File: src/design/mrl_consts.svh
// timing constants for the main relay control block
`ifndef MRL_CONSTS_SVH
`define MRL_CONSTS_SVH
// clock period in ns (40 MHz)
`define MRL_CLK_PERIOD_NS 25
// shortest overcurrent filter time in ns
`define MRL_OVC_FILTER_NS 5250
// filter time in clock cycles, least time rounded up
`define MRL_OVC_FILTER_CYC \
  ((`MRL_OVC_FILTER_NS + `MRL_CLK_PERIOD_NS - 1) / `MRL_CLK_PERIOD_NS)
// width of the overcurrent filter counter
`define MRL_OVC_CNT_W 8
`endif

File: src/design/mrl_pkg.sv
// types shared by the main relay control block
package mrl_pkg;
  // pin-level indications from the analogue front end
  typedef struct packed {
    logic key_on;
    logic battery_present_level;
    logic battery_low_threshold;
    logic overtemp;
    logic overcurrent_threshold;
  } mrl_pins_s;

  // relay control states
  typedef enum logic [1:0] {
    MRL_RUN,
    MRL_WAIT_REACT,
    MRL_RETRY,
    MRL_WAIT_KEY
  } mrl_state_e;
endpackage : mrl_pkg

File: src/design/mrl_ctrl.sv
// main relay output control with overtemperature and overcurrent handling
// Notes on behaviour
// relay follows key or power latch, unless host requests off
// overtemperature with battery present forces relay off
// overtemperature release resumes relay without host action
// filtered overcurrent without battery switches relay off
// then stay off until key falls
// with battery, host reactivation retries after overcurrent
// battery low: retry once, then await key fall
// flag shows relay off from earlier overcurrent
// host tests short to ground by switching off
// filter restarts whenever overcurrent indication drops
`include "mrl_consts.svh"
module mrl_ctrl
  import mrl_pkg::*;
#(
  parameter int FILT_CYC = `MRL_OVC_FILTER_CYC,
  parameter int CNT_W = `MRL_OVC_CNT_W
) (
  // clock and reset
  input wire logic clk,
  input wire logic nrst,
  // asynchronous pin indications
  input wire mrl_pins_s pins,
  // host controls on this clock
  input wire logic power_latch,
  input wire logic relay_off_req,
  input wire logic relay_reactivate_cmd,
  // relay output and status
  output logic main_relay_output,
  output logic relay_overcurrent_flag
);

  localparam logic [CNT_W-1:0] TRIP_AT = CNT_W'(FILT_CYC - 1);

  mrl_pins_s sync1_r;
  mrl_pins_s sync2_r;
  logic key_prev_r;
  logic [CNT_W-1:0] ovc_cnt_r;
  mrl_state_e state_r;
  mrl_state_e state_nxt;
  logic want_on;
  logic ot_block;
  logic key_fall;
  logic ovc_trip;
  logic drive_nxt;

  // states in which the relay is held off by an overcurrent
  function automatic logic ovc_off(input mrl_state_e s);
    return (s == MRL_WAIT_REACT) || (s == MRL_WAIT_KEY);
  endfunction : ovc_off

  // two-flop synchroniser for every pin indication
  always_ff @(posedge clk) begin
    if (!nrst) begin
      sync1_r <= '0;
      sync2_r <= '0;
    end else begin
      sync1_r <= pins;
      sync2_r <= sync1_r;
    end
  end

  // previous key level for edge detection
  always_ff @(posedge clk) begin
    if (!nrst) begin
      key_prev_r <= 1'b0;
    end else begin
      key_prev_r <= sync2_r.key_on;
    end
  end

  // demand, thermal block and key edge
  assign want_on = (sync2_r.key_on | power_latch) & ~relay_off_req;
  assign ot_block = sync2_r.battery_present_level & sync2_r.overtemp;
  assign key_fall = key_prev_r & ~sync2_r.key_on;

  // overcurrent filter, counts only a continuous overcurrent
  always_ff @(posedge clk) begin
    if (!nrst) begin
      ovc_cnt_r <= '0;
    end else if (!sync2_r.overcurrent_threshold || !main_relay_output) begin
      ovc_cnt_r <= '0;
    end else if (ovc_cnt_r != TRIP_AT) begin
      ovc_cnt_r <= ovc_cnt_r + CNT_W'(1);
    end
  end

  assign ovc_trip = main_relay_output & sync2_r.overcurrent_threshold
                    & (ovc_cnt_r == TRIP_AT);

  // next relay control state
  always_comb begin
    state_nxt = state_r;
    case (state_r)
      MRL_RUN: begin
        if (ovc_trip && sync2_r.battery_present_level) begin
          state_nxt = MRL_WAIT_REACT;
        end else if (ovc_trip) begin
          state_nxt = MRL_WAIT_KEY;
        end
      end
      MRL_WAIT_REACT: begin
        if (!sync2_r.battery_low_threshold) begin
          state_nxt = MRL_RETRY;
        end else if (relay_reactivate_cmd) begin
          state_nxt = MRL_RUN;
        end
      end
      MRL_RETRY: begin
        if (ovc_trip) begin
          state_nxt = MRL_WAIT_KEY;
        end else if (sync2_r.battery_low_threshold) begin
          state_nxt = MRL_RUN;
        end
      end
      MRL_WAIT_KEY: begin
        if (key_fall) begin
          state_nxt = MRL_RUN;
        end
      end
      default: state_nxt = MRL_RUN;
    endcase
  end

  // state register
  always_ff @(posedge clk) begin
    if (!nrst) begin
      state_r <= MRL_RUN;
    end else begin
      state_r <= state_nxt;
    end
  end

  // relay drive: only in run or retry, with demand and no thermal block
  assign drive_nxt = ((state_r == MRL_RUN) || (state_r == MRL_RETRY))
                     & want_on & ~ot_block & ~ovc_trip;

  always_ff @(posedge clk) begin
    if (!nrst) begin
      main_relay_output <= 1'b0;
    end else begin
      main_relay_output <= drive_nxt;
    end
  end

  // overcurrent status follows the latched-off states
  always_ff @(posedge clk) begin
    if (!nrst) begin
      relay_overcurrent_flag <= 1'b0;
    end else begin
      relay_overcurrent_flag <= ovc_off(state_nxt);
    end
  end

  // thermal cut-off with battery present
  a_ot_cutoff: assert property (@(posedge clk) disable iff (!nrst)
    ot_block |-> ##1 !main_relay_output)
    else $error("relay on during overtemperature");

  // thermal recovery without host action
  a_ot_recover: assert property (@(posedge clk) disable iff (!nrst)
    (state_r == MRL_RUN) && want_on && $fell(ot_block)
      && !ovc_trip |-> ##1 main_relay_output)
    else $error("relay not resumed after overtemperature");

  // no demand means relay off
  a_demand_off: assert property (@(posedge clk) disable iff (!nrst)
    !want_on |-> ##1 !main_relay_output)
    else $error("relay on without demand");

  // filtered overcurrent without battery latches off
  a_filter_trip: assert property (@(posedge clk) disable iff (!nrst)
    (state_r == MRL_RUN) && main_relay_output
      && sync2_r.overcurrent_threshold && !sync2_r.battery_present_level
      && (ovc_cnt_r == TRIP_AT)
      |-> ##1 (state_r == MRL_WAIT_KEY) && !main_relay_output)
    else $error("overcurrent trip without battery missed");

  // key-fall wait holds the relay off
  a_key_hold: assert property (@(posedge clk) disable iff (!nrst)
    (state_r == MRL_WAIT_KEY) && !key_fall
      |-> ##1 (state_r == MRL_WAIT_KEY) && !main_relay_output)
    else $error("relay left key wait without key fall");

  // host reactivation with battery above low threshold
  a_react_retry: assert property (@(posedge clk) disable iff (!nrst)
    (state_r == MRL_WAIT_REACT) && relay_reactivate_cmd
      && sync2_r.battery_low_threshold |-> ##1 (state_r == MRL_RUN))
    else $error("reactivation command ignored");

  // low battery triggers a single retry
  a_low_retry: assert property (@(posedge clk) disable iff (!nrst)
    (state_r == MRL_WAIT_REACT) && !sync2_r.battery_low_threshold
      |-> ##1 (state_r == MRL_RETRY))
    else $error("no retry at low battery");

  // status flag tracks overcurrent off states
  a_flag_match: assert property (@(posedge clk) disable iff (!nrst)
    ##1 relay_overcurrent_flag == ovc_off(state_r))
    else $error("overcurrent flag mismatch");

  // filter restart on inactive indication
  a_filter_restart: assert property (@(posedge clk)
    disable iff (!nrst)
    !sync2_r.overcurrent_threshold |-> ##1 (ovc_cnt_r == '0))
    else $error("filter not restarted");

  // an overcurrent trip always raises the status flag
  a_trip_flag: assert property (@(posedge clk) disable iff (!nrst)
    ovc_trip |-> ##1 relay_overcurrent_flag && !main_relay_output)
    else $error("overcurrent trip without status flag");

  // second trip during the low-battery retry waits for the key
  a_retry_trip: assert property (@(posedge clk) disable iff (!nrst)
    (state_r == MRL_RETRY) && ovc_trip
      |-> ##1 (state_r == MRL_WAIT_KEY) && !main_relay_output)
    else $error("retry trip did not latch off");

  // with battery above low threshold, reactivation wait holds the relay off until commanded
  a_react_wait: assert property (@(posedge clk) disable iff (!nrst)
    (state_r == MRL_WAIT_REACT) && !relay_reactivate_cmd
      && sync2_r.battery_low_threshold
      |-> ##1 (state_r == MRL_WAIT_REACT) && !main_relay_output)
    else $error("relay left reactivation wait uncommanded");

  // no shutdown before the filter time has run out
  a_filter_early: assert property (@(posedge clk) disable iff (!nrst)
    (state_r == MRL_RUN) && (ovc_cnt_r != TRIP_AT)
      |-> ##1 (state_r == MRL_RUN))
    else $error("overcurrent shutdown before filter time");

endmodule : mrl_ctrl

File: config.mk
export PLATFORM = sky130hd
export DESIGN_NAME = mrl_ctrl
export DESIGN_NICKNAME = d
export VERILOG_FILES = /design/src/design/mrl_pkg.sv /design/src/design/mrl_ctrl.sv
export VERILOG_INCLUDE_DIRS = /design/src /design/src/design
export SDC_FILE = /design/constraint.sdc
export NUM_CORES = 1
export LEC_CHECK = 0
export BUFFER_PORTS_ARGS = -buffer_cell sky130_fd_sc_hd__buf_2
export CAP_MARGIN = 10
export CORE_MARGIN = 4
export CORE_UTILIZATION = 30
export DETAILED_ROUTE_END_ITERATION = 7
export SETUP_SLACK_MARGIN = 0.4
export SLEW_MARGIN = 20
export SYNTH_ARGS = -nofsm -noshare
export SYNTH_HDL_FRONTEND = slang
export SYNTH_SLANG_ARGS = --single-unit
File: constraint.sdc
create_clock -name clk -period 1.2 [get_ports clk]
set_input_delay 0.12 -clock clk [delete_from_list [all_inputs] [get_ports clk]]
set_output_delay 0.12 -clock clk [all_outputs]
set_load 0.02 [all_outputs]
======== Word-level counts from Yosys, hierarchy flattened ========
Index checks and enable logic that the tools add are counted.
storage, ports and cells
  register bits after elaboration ......... 23
  word-level logic and storage cells ...... 53
  output and inout port bits .............. 2
  input port bits ......................... 10
cells by class
  reductions and logical operators ........ 8
  add/subtract/negate cells ............... 1
  eq/ne operators ......................... 7
  mux-type cells .......................... 8
  bitwise gates (word level) .............. 14
operator list
  operator                                                         count
  2-bit 2-to-1 mux                                                 7
  8-bit by 1-bit adder with 8-bit output, second input constant    1
  1-bit AND                                                        8
  8-bit == test, second input constant                             1
  8-bit != test, second input constant                             1
  2-bit one-hot mux with 4 select lines                            1
  2-bit == test, second input constant                             3
  1-bit inverter                                                   5
  2-bit by 1-bit == test with 1-bit output, second input constant  2
  1-bit logical OR                                                 3
  1-bit zero test                                                  2
  2-bit zero test                                                  1
  2-bit OR reduction                                               1
  1-bit logical AND                                                1
  1-bit bitwise OR                                                 1

======== Logic depth before layout (Yosys ltp) ========
Gate-level depths: netlist of run 1.
  word-level depth ........................ 7
  depth in mapped cells ................... 5
  depth with buffers taken out ............ 5

======== Worst setup path before layout of run 1 ========
No wires, ideal clock.
  kind .................................... reg-to-reg
  start ................................... reg ovc_cnt_r[0]
  end ..................................... reg relay_overcurrent_flag
  library setup time ...................... 0.060 ns
  setup slack ............................. -0.141 ns
  path buffers ............................ 0
  cell stages (with the launch flop) ...... 5
  period minus slack after synthesis ...... 1.341 ns
  data required time ...................... 1.140 ns
  data arrival time ....................... 1.281 ns
  cells stage by stage .................... dfxtp_1 > ha_1 > nand4b_2 > o41ai_1 > and3_1
between the ends
  longest elaborated chain between the ends .. 7
  elaborated cells on any way between the ends .. 10
  those cells by class .................... eq/ne: 3; mux: 4; bitwise: 1; reduce/logical: 2
ends and longest elaborated chain
  element                                                                           line                            source
  start, declared                                                                   mrl_ctrl.sv:39                  logic [CNT_W-1:0] ovc_cnt_r;
  start signal, assigned                                                            mrl_ctrl.sv:85                  ovc_cnt_r <= ovc_cnt_r + CNT_W'(1);
  8-bit == test *                                                                   mrl_ctrl.sv:90                  & (ovc_cnt_r == TRIP_AT);
  1-bit AND *                                                                       mrl_ctrl.sv:90
  2-bit 2-to-1 mux / 1-bit logical AND (equally long branches)                      mrl_ctrl.sv:99, mrl_ctrl.sv:97
  2-bit 2-to-1 mux                                                                  mrl_ctrl.sv:97                  if (ovc_trip && sync2_r.battery_present_level) begin
  2-bit one-hot mux with 4 select lines *                                           mrl_ctrl.sv:95                  case (state_r)
  2-bit by 1-bit == test with 1-bit output / 2-bit == test (equally long branches)  mrl_ctrl.sv:50                  return (s == MRL_WAIT_REACT) || (s == MRL_WAIT_KEY);
  1-bit logical OR *                                                                mrl_ctrl.sv:50
  end signal, assigned                                                              mrl_ctrl.sv:152                 relay_overcurrent_flag <= ovc_off(state_nxt);
  end, declared                                                                     mrl_ctrl.sv:31                  output logic relay_overcurrent_flag
Mark *: on every way between the ends. The rest lies on a longest branch, timed or not.
A chain may end at the register's enable or synchronous reset.

======== Worst setup path after layout of run 1 ========
  start ................................... reg ovc_cnt_r[3]
  end ..................................... reg state_r[1]
between the ends
  longest elaborated chain between the ends .. 5
  elaborated cells on any way between the ends .. 7
  those cells by class .................... eq/ne: 1; mux: 4; bitwise: 1; reduce/logical: 1
ends and longest elaborated chain
  element                                                       line                            source
  8-bit == test *                                               mrl_ctrl.sv:90
  1-bit AND *                                                   mrl_ctrl.sv:90
  2-bit 2-to-1 mux / 1-bit logical AND (equally long branches)  mrl_ctrl.sv:99, mrl_ctrl.sv:97
  2-bit 2-to-1 mux                                              mrl_ctrl.sv:97
  2-bit one-hot mux with 4 select lines *                       mrl_ctrl.sv:95
  end signal, assigned                                          mrl_ctrl.sv:131                 state_r <= state_nxt;
  end, declared                                                 mrl_ctrl.sv:40                  mrl_state_e state_r;
Marks and branches as above.

==> results summary, run 1 <==
The actual slew at the worst max-slew pin is 0.241 ns. The async set or reset register ratio after synthesis is 0. The setup slack after layout is -0.105 ns. From synthesis to final layout, the design area changed by 53.0%.

The path with the worst hold slack has its endpoint at sync1_r[0]$_SDFF_PN0_. The layout cell share with drive strength beyond 1 came out at 0.532. The count of different cell masters after synthesis is 34. The power density of the placed cells is 862 nW/um2. The switching power total came out at 261 uW.

The all-layer global routing usage is 0.101. The clock tree from TritonCTS is done. The number of cells on the worst hold path is 2. For this run, design rule violations remaining after detail routing come to 0. The number of global-route vias before repair came to 800. The final standard cell area without fillers came out at 1380 um2. The total die area is 3950 um2. In the final routed layout, each cell accounts on average for 12.2 um.

On the critical path, the stage with the largest delay is an instance of or3b_4. The checks that failed: setup timing. The required time of the critical path is 1.46 ns.

The worst stage delay on the critical path is ~0.43 ns. The sum of overflow across all layers after global routing came out at 0. The endpoint identified for the worst register-to-register timing path is state_r[1]$_SDFF_PN0_.

The period utilization came out at 1.09. The chip width is around 63 um. The clock net sink count came out at 23. The run finished, with violations left. The leading cell type in the layout, fill and taps excluded is dfxtp_1.

The number of warnings reported in the yosys synthesis log came out at 0. The setup slack of the most critical reg-to-reg path came out at -0.10 ns. The average footprint of a synthesized cell is around 10 um2. The worst path arrival time is 1.56 ns. The floorplan core area came out at 2810 um2. Setup repair after global routing could not meet its margin everywhere. The number of instances in the synthesized netlist is 90.

For the worst flop-to-flop path, the logic depth is 3. The first global-routing pass estimated 3.28 mm of wire. The placed instances occupy a cell area of 1110 um2. The die is roughly 63 um tall. The count of state elements after synthesis came out at 23. The vias after detailed routing is 760.

Walking the worst path, the cells encountered are or3b_4 > o41ai_2 > and4b_1. For this run, the leading register cell type out of synthesis is dfxtp_1. The number of H-tree levels is 1. Of the total power, registers draw 0.661. The detailed-routing iteration count for the pre-antenna-repair pass is 2. In the layout the commonest cells are 16 x dfxtp_1, 14 x buf_4, 11 x and2_1. Counting along the longest clock path gives a buffer depth of 2. In this run, CTS created clock tree buffers numbering 3. When the netlist entered floorplanning its net count stood at 102.

The kind of cell adding the most delay to the critical path is simple AND/OR/NAND/NOR gates. The count of nets left with antenna violations once routing finished came out at 0. The synthesized netlist occupies a cell area of approximately 900 um2. The number of max-cap violations is 0. Counting both buffers and inverters, the worst setup path holds a total of 0. The leakage power figure came out at 0.588 nW. Timing analysis after detailed placement gives a worst setup slack of -0.143 ns.

The category of the worst setup path capture point is a register. The net count of the finished layout is 137. The worst setup skew after layout came out at 0.00310 ns. The routed via count divided by cell count is 4.90. The worst slew margin relative to its limit is 0.839. The number of input and output port buffers inserted came out at 11. The worst ir drop on vdd is 0.558 mV. 0 antenna diodes ended up in the layout. The post-layout minimum cycle time is 1.30 ns.

The total wirelength of the detailed-routed design is 1.90 mm. The initial antenna violation count came out at 0. The startpoint identified for the worst register-to-register timing path is ovc_cnt_r[3]$_SDFFE_PP0P_. The boundary pin count is 12. The number of synthesized flops with an enable pin is 0.

STA classifies the critical path startpoint as a register. The effective utilization at floorplan is 0.322. The biggest fanout along the worst timing path is 5. Setup violations remaining at the end of the flow were counted as 10. The HPWL after detailed placement is 1.29 mm. The clock network latency to the later pin of the worst-skew pair is approximately 0.31 ns.

The total count of max-transition violations in the final report came out at 0. The largest net degree at the start of global routing came out at 17. Of the total power, the share spent switching nets is 0.219. The startpoint identified for the worst hold timing path is pins[0].

Clock-pin slew was measured on the worst setup and hold paths at 0.13 ns. The startpoint-to-endpoint class of the critical path is register to register. The internal power came out at 928 uW. The critical path depth in cells is 3. For this block, the initial DRC count from the detailed router was 24. The count of standard-cell rows is 19. The power share of the clock group came out at 0.301. The maximum clock frequency came out at 767 MHz.

The min-delay analysis places its worst path in the category input pin to register. The weighted congestion at the end of routability-driven global placement is 0.790. The share of power burned in combinational logic is 0.038. Measured on the finished design, the core utilization comes to 0.492. The final count of hold timing violations is 0. The sequential area share after synthesis came out at 0.510. In this run the clock root is driven by a clkbuf_4.
logic make-up after synthesis:
group / count (synthesis) / share of synthesized area
buffers and inverters: 6 / 0.0263
xor gates and xnor gates: 3 / 0.0291
and+or+nand+nor: 40 / 0.259
adders and majority gates: 2 / 0.0277
DFF: 23 / 0.510
AOI/OAI and AO/OA: 16 / 0.147
how the worst max path moves through the flow:
stage                                    startpoint                            to  slack, ns
after floorplan           ovc_cnt_r[3]$_SDFFE_PP0P_         state_r[1]$_SDFF_PN0_      -0.07
after global placement    ovc_cnt_r[3]$_SDFFE_PP0P_  main_relay_output$_SDFF_PN0_      -0.09
after detailed placement  ovc_cnt_r[3]$_SDFFE_PP0P_  main_relay_output$_SDFF_PN0_      -0.14
after CTS                 ovc_cnt_r[3]$_SDFFE_PP0P_         state_r[1]$_SDFF_PN0_      -0.09
after global routing      ovc_cnt_r[3]$_SDFFE_PP0P_         state_r[1]$_SDFF_PN0_      -0.19
final                     ovc_cnt_r[3]$_SDFFE_PP0P_         state_r[1]$_SDFF_PN0_      -0.10
Yosys cell counts (2+ instances only):
library cell   n  area [um2]
nor2_1         5        18.8
nand3_1        4        20.0
o21a_1         2        15.0
inv_1          4        15.0
o21ai_0        2        10.0
ha_1           2        25.0
xnor2_1        2        17.5
nor3_1         3        15.0
a21oi_1        3        15.0
or3_1          2        12.5
nand2_1        5        18.8
dfxtp_1       23         460
and3_1         2        12.5
and2_1        11        68.8
power by group through the flow:
stage	Clock (mW)	Combinational [mW]	Sequential, mW
3_5_place_dp	0	0.0438	0.806
2_1_floorplan	0	0.0204	0.806
5_1_grt	0.409	0.0532	0.789
3_3_place_gp	0	0.0428	0.805
6_report	0.357	0.0456	0.786
4_1_cts	0.364	0.0448	0.786
worst register-to-register path, stage by stage (launching register included):
cell	delay (ns)
dfxtp_2	0.35
or3b_4	0.43
o41ai_2	0.28
and4b_1	0.21
metrics by stage:
| step | TNS [ns] | cells | power, mW | hold slack [ns] |
|---|---|---|---|---|
| detailed placement | -0.761 | 141 | 0.849 | 0.333 |
| CTS | -0.519 | 149 | 1.20 | 0.00672 |
| global route | -1.25 | 155 | 1.25 | 0.00316 |
| global placement | -0.519 | 141 | 0.848 | 0.328 |
| floorplan | -0.195 | 90 | 0.826 | 0.247 |
| finish | -0.607 | 155 | 1.19 | 0.00780 |
metal layers:
| layer | wire length, um | GRT usage | part of all wire | vias up |
|---|---|---|---|---|
| met5 | 0 | 0 | 0 | - |
| met4 | 12 | 0.0413 | 0.0063 | 0 |
| met3 | 87 | 0.0234 | 0.046 | 2 |
| met2 | 969 | 0.190 | 0.51 | 9 |
| met1 | 828 | 0.107 | 0.44 | 361 |
| li1 | - | - | - | 388 |
final cells by class:
cell class | instances | area, um2
flip-flops and latches | 23 | 474
well taps | 31 | 38.8
multi-input cells | 61 | 571
fillers | 260 | 1430
inverters | 4 | 17.5
clock buffers | 3 | 22.5
repair buffers | 32 | 251
clock inverters | 1 | 5.00
sequential cells by signal (all words and copies together), names as in the netlist:
register	flops
sync1_r	5
relay_overcurrent_flag	1
sync2_r	5
state_r	2
key_prev_r	1
main_relay_output	1
ovc_cnt_r	8
what timing repair did:
item,CTS,global route
buffers inserted,4,6
hold buffers,0,0
endpoints found under the setup margin,14,14
pin swaps,9,9
resized for setup,18,18
No activity file was read; power rests on OpenSTA's default activity.
==> run 2, diff against run 1 <==
Settings changed: CORE_UTILIZATION 30 to 48, PLACE_DENSITY set to 0.71.
==> results summary, run 2 (synthesis results as in run 1) <==
The final setup violation count is 10 (unchanged). The power density of the placed cells is 909 nW/um2 (+5.5%). The power consumption is 1.20 mW (+1.2%).

The leakage power figure came out at 0.518 nW (-12%). The floorplan core area is 1750 um2 (-38%). The effective utilization at floorplan is 0.517 (+0.195). The global routing's busiest layer is met2. The worst setup skew after layout was 0.00580 ns (+0.00270 ns). The maximum clock frequency came to 773 MHz (+0.84%). The setup slack after layout was -0.0938 ns (+0.0108 ns).

The total wirelength of the detailed-routed design is 1.92 mm (+1.4%). The vertical extent of the die is 51.4 um (-18%). The combined flip-flop and latch cell area is 478 um2 (+0.79%). The worst stage delay on the critical path came out at 0.49 ns (+0.06 ns). The biggest fanout along the worst timing path came out at 4 (-1).

The final reports fail on setup timing. The weighted congestion at the end of routability-driven global placement is 0.768 (-2.8%). The antenna cell count came out at 0 (unchanged). Counting flops per register, the top entry is ovc_cnt_r. The actual slew at the worst max-slew pin came out at 0.271 ns (+0.0307 ns). The number of global-route vias before repair came out at 768 (-4.0%).

The all-layer global routing usage is 0.169 (+0.0680). The launching element type of the critical path is a register. The total count of max-transition violations in the final report came out at 0 (unchanged). The setup path with the least slack is of type register to register. The clock network latency to the later pin of the worst-skew pair was 0.31 ns (about the same). The layout cell share with drive strength beyond 1 came out at 0.475 (-0.0573). The final sum of negative setup slack came to -0.512 ns (+0.0947 ns).

The clock transition at the registers of the reported paths came out at 0.13 ns (about the same). The worst slew margin relative to its limit is 0.817 (-0.0219). The largest net degree at the start of global routing came to 17 (unchanged). The worst path arrival time was 1.55 ns (about the same). The final standard cell area without fillers came out at 1320 um2 (-4.1%). Clock tree synthesis selected as its root buffer the cell clkbuf_4. TritonCTS built the clock tree. The post-layout minimum cycle time came to 1.29 ns (-0.0108 ns). The run finished, with violations left.

The final count of hold timing violations came out at 0 (unchanged). In the final layout, the registers with the most flip-flops are ovc_cnt_r: 8 flops, sync1_r: 5 flops, sync2_r: 5 flops. The post-placement cell area came to 1090 um2 (-2.0%). The library cell used most frequently in the layout, excluding fill and tap cells, is dfxtp_1. The sum of overflow across all layers after global routing was 0 (unchanged). The detailed-routing iteration count for the pre-antenna-repair pass is 4 (+2). The pre-CTS worst setup slack came out at -0.149 ns (-0.00661 ns). The chip width came out at 51.4 um (-18%). The worst hold path belongs to the class input pin to register. The remaining antenna violation count came out at 0 (unchanged).

The average detailed-routed wire length per instance came out at 13.3 um (+8.4%). Traced cell by cell, the critical path runs through buf_12 > nand3_2 > or4_1 > a21oi_1. The routing usage on met2 is 0.275 (+0.0843).

The required time of the critical path came to 1.45 ns (about the same). The master of the slowest instance on the critical path is or4_1. The buffer levels on the longest clock path came out at 2 (unchanged). The half-perimeter wire length of the detailed placement result came to 1.27 mm (-1.6%). The global-route wire length before repair came out at 3.32 mm (+1.0%). The boundary pin count is 12 (unchanged). The period utilization was 1.08 (-0.00902).

The routed via count divided by cell count came out at 5.13 (+4.6%). The area occupied by multi-input gates came out at 534 um2 (-6.4%). The flip-flop count of the largest register, all copies and words added was 8 (unchanged). The met1 usage is 0.214 (+0.107). The worst ir drop on vdd was 0.740 mV (+33%). Relative to the synthesized area, the layout overhead comes to 46.7%.

The net count of the finished layout is 133 (-2.9%). The number of filler cells placed in the layout is 134 (-48%). The detailed router's first-iteration violation count is 8 (-67%).

The number of input and output port buffers inserted is 11 (unchanged). The met3 demand-to-capacity share in global routing is 0.0350 (+0.0116). The total die area is 2640 um2 (-33%). The number of H-tree levels was 1 (unchanged).

The vias after detailed routing is 744 (-2.1%). The count of standard-cell rows came out at 15 (-4). The top cell types in the final layout, fill and taps aside, are 15 x dfxtp_1, 11 x and2_1, 9 x buf_2. The number of DRC violations after detailed routing is 0 (unchanged). The initial antenna violation count is 0 (unchanged). The CTS buffer count was 3 (unchanged).

The number of max-cap violations is 0 (unchanged). Setup repair after global routing could not meet its margin everywhere. The category of the worst setup path capture point is a register.

The clock net sink count came out at 23 (unchanged).
## run 2: changes by cell type in the layout (fill, tap and decap cells not counted), sizes merged
cell,before,now
dlygate4sd3,0,5
buf,32,23
## run 2: stage by stage
step / instances / utilization / hold WS, ns
3_3_place_gp: 133 / 0.626 / 0.327
5_1_grt: 145 / 0.758 / 0.0782
3_5_place_dp: 133 / 0.626 / 0.329
6_report: 145 / 0.758 / 0.0496
4_1_cts: 142 / 0.695 / 0.0454
2_1_floorplan: 90 / - / 0.247
## run 2: repair_timing
item | CTS | global route
hold buffers | 5 | 0
buffers inserted | 0 | 3
endpoints found under the hold margin | 5 | 0
resized for setup | 15 | 14
endpoints found under the setup margin | 14 | 14
pin swaps | 4 | 10
## run 2: final cells by class
| class | instances | area share |
|---|---|---|
| clock buffer | 3 | 0.0170 |
| clock inverter | 1 | 0.00378 |
| inverter | 4 | 0.0132 |
| multi-input combinational | 61 | 0.404 |
| sequential | 23 | 0.361 |
| tap | 25 | 0.0236 |
| timing repair buffer | 28 | 0.178 |
## run 2: metal layers
metal / vias up / share of wire
li1: 378 / -
met1: 347 / 0.44
met2: 15 / 0.52
met3: 4 / 0.030
met4: 0 / 0.018
met5: - / 0
## run 2: worst max-delay path: cells and delay by family (launching register included)
kind,cells,cell delay [ns]
and+or+nand+nor,2,0.58
DFF,1,0.40
AOI/OAI and AO/OA,1,0.14
buffers and inverters,1,0.11
## run 2: worst paths after layout
path / start / endpoint / slack [ns] / cells past startpoint
hold reg to reg: sync1_r[4]$_SDFF_PN0_ / sync2_r[4]$_SDFF_PN0_ / 0.45 / 1
hold / removal: relay_off_req / main_relay_output$_SDFF_PN0_ / 0.05 / 4
setup / recovery: ovc_cnt_r[1]$_SDFFE_PP0P_ / ovc_cnt_r[7]$_SDFFE_PP0P_ / -0.09 / 4
setup reg to reg: ovc_cnt_r[1]$_SDFFE_PP0P_ / ovc_cnt_r[7]$_SDFFE_PP0P_ / -0.09 / 4
## run 2: where the power goes
group          internal [mW]  leakage, nW  switching, mW
combinational         0.0368        0.308         0.0211
clock                  0.125       0.0177          0.236
sequential             0.776        0.193        0.00877
